--- src/design/pal_params.svh ---
// Function
// - Exactly three access levels 0, 1, 2; one active at a time.
// - Level 0 rejects all edits; lock flag reads YES and is fixed.
// - Level 1 edits everything except factory load and NV write enable.
// - Only level 2 may load a factory parameter set.
// - Levels 1 and 2 each hold a code from 0 to 9999.
// - Confirmed entry value switches to the level owning that code.
// - Entry value matching no code leaves the level unchanged.
// - Default codes: 0 for level 1, 1 for level 2.
// - Reading the entry parameter returns the active level, not a code.
// - Reset without permanent lock makes level 1 active.
// - Lock YES with level-1 code zero: temporary lock, level kept.
// - Lock NO removes a temporary lock; editing per active level.
// - Reset clears a temporary lock.
// - Lock YES with nonzero level-1 code forces level 0: permanent lock.
// - Permanent lock survives rst_n reset, level 0 stays; por_n clears it.
// - Entering level 1 or 2 code leaves permanent lock.
// - Level-1 code back to zero makes later locks temporary.
// - New-code write replaces the active level's code.
// - Level 0 has no code; no entry selects it.
// - Stop-only parameters are refused while the converter runs.
// - Every write-blocked parameter class shows a lock indication.
// - NV write enable NO keeps changes volatile only.
`ifndef PAL_PARAMS_SVH
`define PAL_PARAMS_SVH

// =====================================================================
// Widths
`define PAL_CODE_W 14
`define PAL_NPARAM 7
`define PAL_NLEV 2

// =====================================================================
// Levels and values
`define PAL_LVL0 2'h0
`define PAL_LVL1 2'h1
`define PAL_LVL2 2'h2
`define PAL_CODE_MAX 14'h270f
`define PAL_CODE1_DEF 14'h0000
`define PAL_CODE2_DEF 14'h0001
`define PAL_YES 14'h0001
`define PAL_NO 14'h0000
`define PAL_NVEN_RST 1'b1

`endif

--- src/design/pal_pkg.sv ---
package pal_pkg;

   // =====================================================================
   // Parameter classes seen by the access logic
   typedef enum logic [2:0] {
      PAL_P_LOCK,
      PAL_P_LEVEL,
      PAL_P_NEWCODE,
      PAL_P_FACTORY,
      PAL_P_NVEN,
      PAL_P_STOPONLY,
      PAL_P_GENERAL
   } pal_param_t;

   // Write request from panel or host
   typedef struct packed {
      logic valid;
      pal_param_t param;
      logic [13:0] data;
   } pal_wr_req_t;

   // Registered answer to a write
   typedef struct packed {
      logic ack;
      logic rej;
      logic commit;
      logic commit_nv;
      logic factory_load;
   } pal_wr_resp_t;

endpackage : pal_pkg

--- src/design/pal_access_lock.sv ---
`timescale 1ns/1ps
`include "pal_params.svh"
module pal_access_lock
   import pal_pkg::*;
(
   input wire logic mclk,
   input wire logic rst_n,
   input wire logic por_n,
   input wire logic running,
   input pal_wr_req_t wr_req,
   output pal_wr_resp_t wr_resp,
   output logic [1:0] access_level,
   output logic lock_flag,
   output logic perm_lock,
   output logic nv_write_en,
   output logic [`PAL_NPARAM-1:0] param_locked
);

   // =====================================================================
   // State and wires
   logic [1:0] level_reg;
   logic [1:0] level_next;
   logic tlock_reg;
   logic tlock_next;
   logic nven_reg;
   logic nven_next;
   logic flag_reg;
   logic flag_next;
   pal_wr_resp_t resp_reg;
   pal_wr_resp_t resp_next;
   logic [`PAL_NPARAM-1:0] locked_reg;
   logic [`PAL_NPARAM-1:0] locked_next;
   logic [`PAL_NPARAM-1:0] locked_now;
   logic run_s;
   logic [`PAL_NLEV-1:0][`PAL_CODE_W-1:0] codes;
   logic [`PAL_CODE_W-1:0] code1;
   logic [`PAL_CODE_W-1:0] code2;
   logic perm_q;
   logic code_we;
   logic perm_set;
   logic perm_clr;
   logic ok;
   logic hit1;
   logic hit2;

   assign code1 = codes[0];
   assign code2 = codes[1];

   // =====================================================================
   // Running status from the motor side
   pal_sync2 #(
      .W(1)
   ) u_run_sync (
      .mclk(mclk),
      .rst_n(rst_n),
      .d(running),
      .q(run_s)
   );

   // =====================================================================
   // Non-volatile codes and permanent lock
   pal_code_store #(
      .NLEV(`PAL_NLEV)
   ) u_codes (
      .mclk(mclk),
      .por_n(por_n),
      .code_we(code_we),
      .code_lvl(level_reg),
      .code_val(wr_req.data),
      .perm_set(perm_set),
      .perm_clr(perm_clr),
      .codes(codes),
      .perm_q(perm_q)
   );

   // =====================================================================
   // Blocked parameter classes for a given state
   function automatic logic [`PAL_NPARAM-1:0] blocked(
      input logic [1:0] lvl,
      input logic tl,
      input logic run
   );
      logic [`PAL_NPARAM-1:0] b;
      logic l0;
      b = '0;
      l0 = (lvl == `PAL_LVL0);
      b[PAL_P_LOCK] = l0;
      b[PAL_P_LEVEL] = 1'b0;
      b[PAL_P_NEWCODE] = l0 | tl;
      b[PAL_P_FACTORY] = (lvl != `PAL_LVL2) | tl | run;
      b[PAL_P_NVEN] = (lvl != `PAL_LVL2) | tl;
      b[PAL_P_STOPONLY] = l0 | tl | run;
      b[PAL_P_GENERAL] = l0 | tl;
      return b;
   endfunction : blocked

   assign locked_now = blocked(level_reg, tlock_reg, run_s);
   assign hit2 = (wr_req.data == code2);
   assign hit1 = (wr_req.data == code1);

   // =====================================================================
   // Next state of level, locks and write answer
   always_comb
   begin
      level_next = level_reg;
      tlock_next = tlock_reg;
      nven_next = nven_reg;
      resp_next = '0;
      code_we = 1'b0;
      perm_set = 1'b0;
      perm_clr = 1'b0;
      ok = 1'b0;
      if (!rst_n)
      begin
         level_next = perm_q ? `PAL_LVL0 : `PAL_LVL1;
         tlock_next = 1'b0;
         nven_next = `PAL_NVEN_RST;
      end
      else if (wr_req.valid)
      begin
         ok = !locked_now[wr_req.param];
         unique case (wr_req.param)
            PAL_P_LOCK:
            begin
               ok = ok && (wr_req.data == `PAL_YES ||
                  wr_req.data == `PAL_NO);
               if (ok && wr_req.data == `PAL_YES)
               begin
                  if (code1 == `PAL_CODE1_DEF)
                     tlock_next = 1'b1;
                  else
                  begin
                     level_next = `PAL_LVL0;
                     tlock_next = 1'b0;
                     perm_set = 1'b1;
                  end
               end
               else if (ok)
                  tlock_next = 1'b0;
            end
            PAL_P_LEVEL:
            begin
               if (hit2)
               begin
                  level_next = `PAL_LVL2;
                  perm_clr = 1'b1;
               end
               else if (hit1)
               begin
                  level_next = `PAL_LVL1;
                  perm_clr = 1'b1;
               end
            end
            PAL_P_NEWCODE:
            begin
               ok = ok && (wr_req.data <= `PAL_CODE_MAX);
               code_we = ok;
            end
            PAL_P_FACTORY:
               resp_next.factory_load = ok;
            PAL_P_NVEN:
            begin
               ok = ok && (wr_req.data == `PAL_YES ||
                  wr_req.data == `PAL_NO);
               if (ok)
                  nven_next = wr_req.data[0];
            end
            PAL_P_STOPONLY, PAL_P_GENERAL:
            begin
               resp_next.commit = ok;
               resp_next.commit_nv = ok && nven_reg;
            end
            default:
               ok = 1'b0;
         endcase
         resp_next.ack = ok;
         resp_next.rej = !ok;
      end
      flag_next = (level_next == `PAL_LVL0) | tlock_next;
      locked_next = blocked(level_next, tlock_next, run_s);
   end

   always_ff @(posedge mclk)
   begin
      level_reg <= level_next;
      tlock_reg <= tlock_next;
      nven_reg <= nven_next;
      flag_reg <= flag_next;
      resp_reg <= resp_next;
      locked_reg <= locked_next;
   end

   // =====================================================================
   // Outputs
   assign access_level = level_reg;
   assign lock_flag = flag_reg;
   assign perm_lock = perm_q;
   assign nv_write_en = nven_reg;
   assign wr_resp = resp_reg;
   assign param_locked = locked_reg;
endmodule : pal_access_lock

--- src/design/pal_sync2.sv ---
`timescale 1ns/1ps
`include "pal_params.svh"
module pal_sync2
#(
   parameter int W = 1
)
(
   input wire logic mclk,
   input wire logic rst_n,
   input wire logic [W-1:0] d,
   output logic [W-1:0] q
);

   logic [W-1:0] meta_reg;
   logic [W-1:0] meta_next;
   logic [W-1:0] q_reg;
   logic [W-1:0] q_next;

   // =====================================================================
   // Two-stage synchroniser
   always_comb
   begin
      meta_next = rst_n ? d : '0;
      q_next = rst_n ? meta_reg : '0;
   end

   always_ff @(posedge mclk)
   begin
      meta_reg <= meta_next;
      q_reg <= q_next;
   end

   assign q = q_reg;

endmodule : pal_sync2

--- src/design/pal_code_store.sv ---
`timescale 1ns/1ps
`include "pal_params.svh"
module pal_code_store
   import pal_pkg::*;
#(
   parameter int NLEV = `PAL_NLEV
)
(
   input wire logic mclk,
   input wire logic por_n,
   input wire logic code_we,
   input wire logic [1:0] code_lvl,
   input wire logic [`PAL_CODE_W-1:0] code_val,
   input wire logic perm_set,
   input wire logic perm_clr,
   output logic [NLEV-1:0][`PAL_CODE_W-1:0] codes,
   output logic perm_q
);

   logic [NLEV-1:0][`PAL_CODE_W-1:0] code_reg;
   logic [NLEV-1:0][`PAL_CODE_W-1:0] code_next;
   logic perm_reg;
   logic perm_next;

   // =====================================================================
   // One code each for levels 1 and 2, kept through rst_n, only por_n restores
   genvar g;
   generate
      for (g = 0; g < NLEV; g++)
      begin : g_code
         always_comb
         begin
            if (!por_n)
               code_next[g] = (g == 0) ? `PAL_CODE1_DEF : `PAL_CODE2_DEF;
            else if (code_we && code_lvl == 2'(g + 1))
               code_next[g] = code_val;
            else
               code_next[g] = code_reg[g];
         end

         always_ff @(posedge mclk)
         begin
            code_reg[g] <= code_next[g];
         end
      end
   endgenerate

   // =====================================================================
   // Permanent lock marker, set wins over clear
   always_comb
   begin
      if (!por_n)
         perm_next = 1'b0;
      else if (perm_set)
         perm_next = 1'b1;
      else if (perm_clr)
         perm_next = 1'b0;
      else
         perm_next = perm_reg;
   end

   always_ff @(posedge mclk)
   begin
      perm_reg <= perm_next;
   end

   assign codes = code_reg;
   assign perm_q = perm_reg;

endmodule : pal_code_store

--- config.mk ---
export PLATFORM = sky130hd
export DESIGN_NAME = pal_access_lock
export DESIGN_NICKNAME = d
export VERILOG_FILES = /design/src/design/pal_pkg.sv /design/src/design/pal_access_lock.sv /design/src/design/pal_sync2.sv /design/src/design/pal_code_store.sv
export VERILOG_INCLUDE_DIRS = /design/src /design/src/design
export SDC_FILE = /design/constraint.sdc
export NUM_CORES = 1
export LEC_CHECK = 0
export BUFFER_PORTS_ARGS = -buffer_cell sky130_fd_sc_hd__buf_2
export CORE_MARGIN = 3
export CORE_UTILIZATION = 30
export CTS_CLUSTER_SIZE = 16
export DETAILED_ROUTE_END_ITERATION = 12
export HOLD_SLACK_MARGIN = 0.06
export PLACE_DENSITY = 0.6
export SYNTH_ARGS = -nofsm -noshare
export SYNTH_HDL_FRONTEND = slang
export SYNTH_SLANG_ARGS = --single-unit
export TNS_END_PERCENT = 100
--- constraint.sdc ---
create_clock -name mclk -period 3.6 [get_ports mclk]
set_input_delay 1.08 -clock mclk [delete_from_list [all_inputs] [get_ports mclk]]
set_output_delay 1.08 -clock mclk [all_outputs]
set_load 0.02 [all_outputs]
# Word-level counts from Yosys, hierarchy flattened
# Index checks and enable logic that the tools add are counted.
# word_totals
wordCells	94
in_bits	22
output_inout_bits	17
regBits	47
# op_classes
n_eq_ne	13
n_reduce_logical	22
mux	34
bitwise	8
magnitude_cmp	2
# ops
operator	count
14-bit equality test	2
14-bit zero test	2
1-bit two-way mux	25
14-bit by 1-bit equality test with 1-bit output (second input constant)	1
14-bit <= comparator (second input constant)	1
2-bit two-way mux	6
3-bit equality test (second input constant)	3
3-bit AND reduction	3
1-bit OR	8
3-bit by 2-bit equality test with 1-bit output (second input constant)	2
1-bit logical AND	6
2-bit zero test	2
3-bit by 4-bit less-than comparator with 1-bit output (second input constant)	1
2-bit inequality test (second input constant)	2
2-bit case mux with 2 select lines	1
2-bit OR reduction	2
4-bit OR reduction	1
1-bit binary-select mux with 3-bit select	1
3-bit by 1-bit equality test with 1-bit output (second input constant)	1
3-bit zero test	1
1-bit case mux with 3 select lines	1
2-bit by 1-bit equality test with 1-bit output (second input constant)	1
2-bit equality test (second input constant)	1
1-bit zero test	2
other kinds (3)	3

# Logic depth before layout (Yosys ltp)
# logic_depth
ltp_word	15
ltp_mapped	9
ltp_nobuf	6

# Modules after synthesis
# Synthesis repeated with hierarchy kept, for this count alone.
# unflattened
hier_cells	252
area_unflattened_um2	2326.0
# by_module_without_submodules
mod	area_per_inst_um2	instances	cells_per_inst	seq_area_each_um2
pal_access_lock	1143.6	1	136	280.3
pal_code_store	1129.8	1	112	580.6
pal_sync2	52.6	1	4	40.0

# Worst setup path before layout
# OpenSTA, ideal clock, no wires.
# synth_path
path_kind	input to register
from	input wr_req[15] (netlist bit)
to	register u_codes.code_reg (netlist bit u_codes.codes[14])
setup_slack_ps	715
n_path_buf	3
required_time_ps	3473
cell_stages	9
setup_time_ps	127
arrival_ps	2759
cell_sequence	buf_2 > inv_1 > a221oi_1 > a22oi_1 > or4b_1 > buf_6 > buf_6 > nand2_2 > o211ai_2
# synth_between
elab_chain_cells	8
word_cells_on_any_way	9
classes_between	eq/ne (1); mux (5); reduce/logical (3)
# synth_rtl
item	line_no	rtl
from (decl)	pal_access_lock.sv:10	input pal_wr_req_t wr_req,
1-bit binary-select mux with 3-bit select	pal_access_lock.sv:121	ok = !locked_now[wr_req.param];
1-bit two-way mux (not written as such)	pal_access_lock.sv:121	
1-bit zero test	pal_access_lock.sv:121	
1-bit logical AND	pal_access_lock.sv:156	ok = ok && (wr_req.data <= `PAL_CODE_MAX);
1-bit two-way mux (*)	pal_access_lock.sv:122	unique case (wr_req.param)
1-bit two-way mux (*)	pal_access_lock.sv:119	else if (wr_req.valid)
1-bit two-way mux (*)	pal_access_lock.sv:113	if (!rst_n)
1-bit logical AND (*)	pal_code_store.sv:35	else if (code_we && code_lvl == 2'(g + 1))
to (signal, indexed assignment)	pal_code_store.sv:43	code_reg[g] <= code_next[g];
to (decl)	pal_code_store.sv:20	logic [NLEV-1:0][`PAL_CODE_W-1:0] code_reg;
# Mark *: on every way between the ends. The rest lies on a longest branch, timed or not. The select of a mux whose other input is x is not followed.
# A chain may end at the register's enable or synchronous reset.

# Worst setup path after layout
# layout_path
from	input wr_req[4] (netlist bit)
to	register u_codes.code_reg (netlist bit u_codes.codes[14])
# layout_between
elab_chain_cells	6
# layout_rtl
item	line_no
14-bit <= comparator (no source line)	--
1-bit logical AND	pal_access_lock.sv:156
1-bit two-way mux	pal_access_lock.sv:122
1-bit two-way mux	pal_access_lock.sv:119
1-bit two-way mux	pal_access_lock.sv:113
1-bit logical AND	pal_code_store.sv:35
# Every way passes these cells.

==> impl_metrics.csv <==
group,metric,value,unit
synth,synth_commonest_cells,"45 x dfxtp_1, 29 x nand3_1, 25 x o21ai_2, 21 x nand2_1, 15 x xor2_1",
die,die_h,93.96,um
clocking,cts_buffer_depth,2,
critical_path,reg2regPathDepth,7,
synth,synth.largest_area_cell,"dfxtp_1",
synth,yosysWarnings,0,
run,cap_violations,0,
outcome,status,"completed",
critical_path,r2r_slack,1280,ps
synth,ys.flop_type,"dfxtp_1",
grt,grt_busiest_layer,"met2",
critical_path,required,3750,ps
synth,syn_nets,279,
die,coreArea,0.007370,mm2
grt,grt_usage,0.1251,
cells_and_area,largest_reg_flops,28,
grt,grt_pass1_wl,8.680,mm
critical_path,worstPathMaxFanout,28,
power,p_total,0.9060,mW
power,p_leak,0.9779,nW
sta,hold_viol,0,
synth,yosysSeqAreaShare,0.3881,
grt,antenna_found_initial,0,
clocking,numCtsBuffers,5,
grt,grtUsageMet3,0.03285,
drt,ant_nets,0,
grt,grt_max_degree,44,
sta,rsz0062_at_grt,"false",
clocking,cts_tree,"done",
cells_and_area,area_growth,11.16,%
die,dieArea,0.008828,mm2
synth,synthesis.instances,257,
synth,syn_avg_cell_area,9.031,um2
synth,netlist_area,0.002321,mm2
synth,synthArstFlopShare,0,
grt,gr-usage-met2,0.1886,
clocking,clk_pin_slew,80,ps
die,io_pins,39,
drt,drc_errors,0,
synth,synth-seq-cells,45,
cells_and_area,nets,306,
worst_hold_path,min_path_cells,1,
synth,synth.distinct_cells,52,
critical_path,worstPathArrival,3070,ps
cells_and_area,drive_gt1_frac,0.2756,
critical_path,worst_setup_path_start_kind,"primary input",
power,power_density,351.2,mW/mm2
drt,drt_iter0_markers,77,
cells_and_area,diodes,0,
placement,place_congestion,0.8558,
drt,num_vias,1890,
critical_path,end_kind,"flop",
critical_path,r2r_end,"u_codes.codes[14]",
grt,grt_overflow_total,0,
placement,io_buffers,37,
drt,drtPass1Iterations,4,
sta,clock.fmax,0.3423,GHz
power,vdd_drop_max,121.3,uV
critical_path,rr_startpoint,"access_level[0]",
grt,grt_use_met1,0.1748,
sta,finalSetupViolCount,0,
clocking,clkSinkCount,45,
sta,maxSlewViolCount,0,
clocking,cts_hold_buf,0,
worst_hold_path,worstHoldStart,"u_run_sync.meta_reg",
sta,fin_skew,5.703,ps
die,start_util,0.3149,
clocking,clk_latency,290,ps
grt,grt_pass1_vias,1725,
die,die_w,93.96,um
clocking,postCtsSetupBuffers,0,
clocking,cts_resized,0,
sta,period_share,0.8116,
clocking,root_buffer,"clkbuf_8",
drt,avgViaCountPerCell,4.948,
drt,drt_wl_total,5.190,mm
synth,synth_top_area_share,0.3881,
sta,tightest_slew,757.0,ps
clocking,htreeDepth,2,
cells_and_area,fillCellCount,799,
placement,hpwlAfterDp,3.764,mm
synth,synth_area_leaders,"dfxtp_1 39%, o21ai_2 9.4%, nand3_1 6.3%",
sta,timing.final.crit_period,2922,ps
worst_hold_path,hp-class,"reg -> reg",
worst_hold_path,min_to,"u_run_sync.q",
critical_path,path_class,"in -> reg",
synth,yosys.cell_count.top_type,"dfxtp_1",
synth,synth_edf_count,0,
sta,fin_setup_tns,0,ps
sta,max-slew-margin-rel,0.4906,
die,rows,31,
drt,wl_per_cell,13.59,um
logic make-up (layout without fill, tap and decap cells):
group	after synthesis	count (layout)	share of synthesized area
AOI/OAI and AO/OA	53	53	0.1881
other	1	1	0.001616
xor gates and xnor gates	29	29	0.1094
buffers and inverters	26	52	0.07278
muxes	3	3	0.01294
DFF	45	45	0.3881
and+or+nand+nor	100	100	0.2270
worst max-delay path: stages:
cell and delay (ps):
buf_2 130, nor4_2 340, o21ai_1 180, a2111oi_4 410, or4b_1 470, buf_4 260
nand2_2 110, o211ai_2 80
stage by stage:
stage               instance area, um2  instances  hold WS, ps  setup WS, ps  utilization
floorplan                         2321        257        411.9         714.5            -
global route                      2580        382        457.6         538.3       0.3501
CTS                               2580        382        448.6         680.1       0.3501
finish                            2580        382        443.3         678.3       0.3501
detailed placement                2506        376        427.3         391.8       0.3401
global placement                  2506        376        427.6         423.4       0.3401
cell usage in the layout (no fill, tap or decap), drive strengths merged, types with 2 or more instances in the layout:
cell    netlist  layout
xor2         15      15
nand2b        3       3
nor3          4       4
or4b          2       2
nor4         10      10
nand3        29      29
xnor2        14      14
clkbuf        5       5
inv           6       6
nor2         11      11
a21boi        2       2
nand4         8       8
o21ai        32      32
dfxtp        45      45
mux2i         3       3
a21oi         3       3
nand2        22      22
o211ai        2       2
buf          15      40
and2          4       4
area by class of cell:
cell class                 count  area, um2  share of cell area
tap                           99      123.9             0.04801
inverter                       6      22.52            0.008729
timing repair buffer          40      207.7             0.08050
sequential                    45      900.9              0.3492
multi-input combinational    186       1251              0.4850
clock inverter                 1      5.005            0.001940
clock buffer                   5      68.82             0.02667
how the worst max path moves through the flow:
stage	to	slack [ps]	cells past startpoint	from
final	u_codes.codes[14]	680	8	wr_req[4]
after global placement	u_codes.codes[14]	420	8	wr_req[4]
after detailed placement	u_codes.codes[14]	390	8	wr_req[4]
after floorplan	u_codes.codes[14]	710	9	wr_req[15]
after global routing	u_codes.codes[10]	540	8	wr_req[4]
after CTS	u_codes.codes[14]	680	8	wr_req[4]
where the power goes:
| group | switching, mW | internal [mW] | total [mW] |
|---|---|---|---|
| logic | 0.0718 | 0.0372 | 0.109 |
| clock network | 0.163 | 0.128 | 0.291 |
| registers | 0.00327 | 0.503 | 0.506 |
| total | 0.238 | 0.668 | 0.906 |
routing by layer:
metal  up-vias  wire length, um
met4         0               70
met1       844             2524
li1        967                -
met3         9              433
met2        70             2162
met5         -                0
Power figures use the tool's default switching activity.
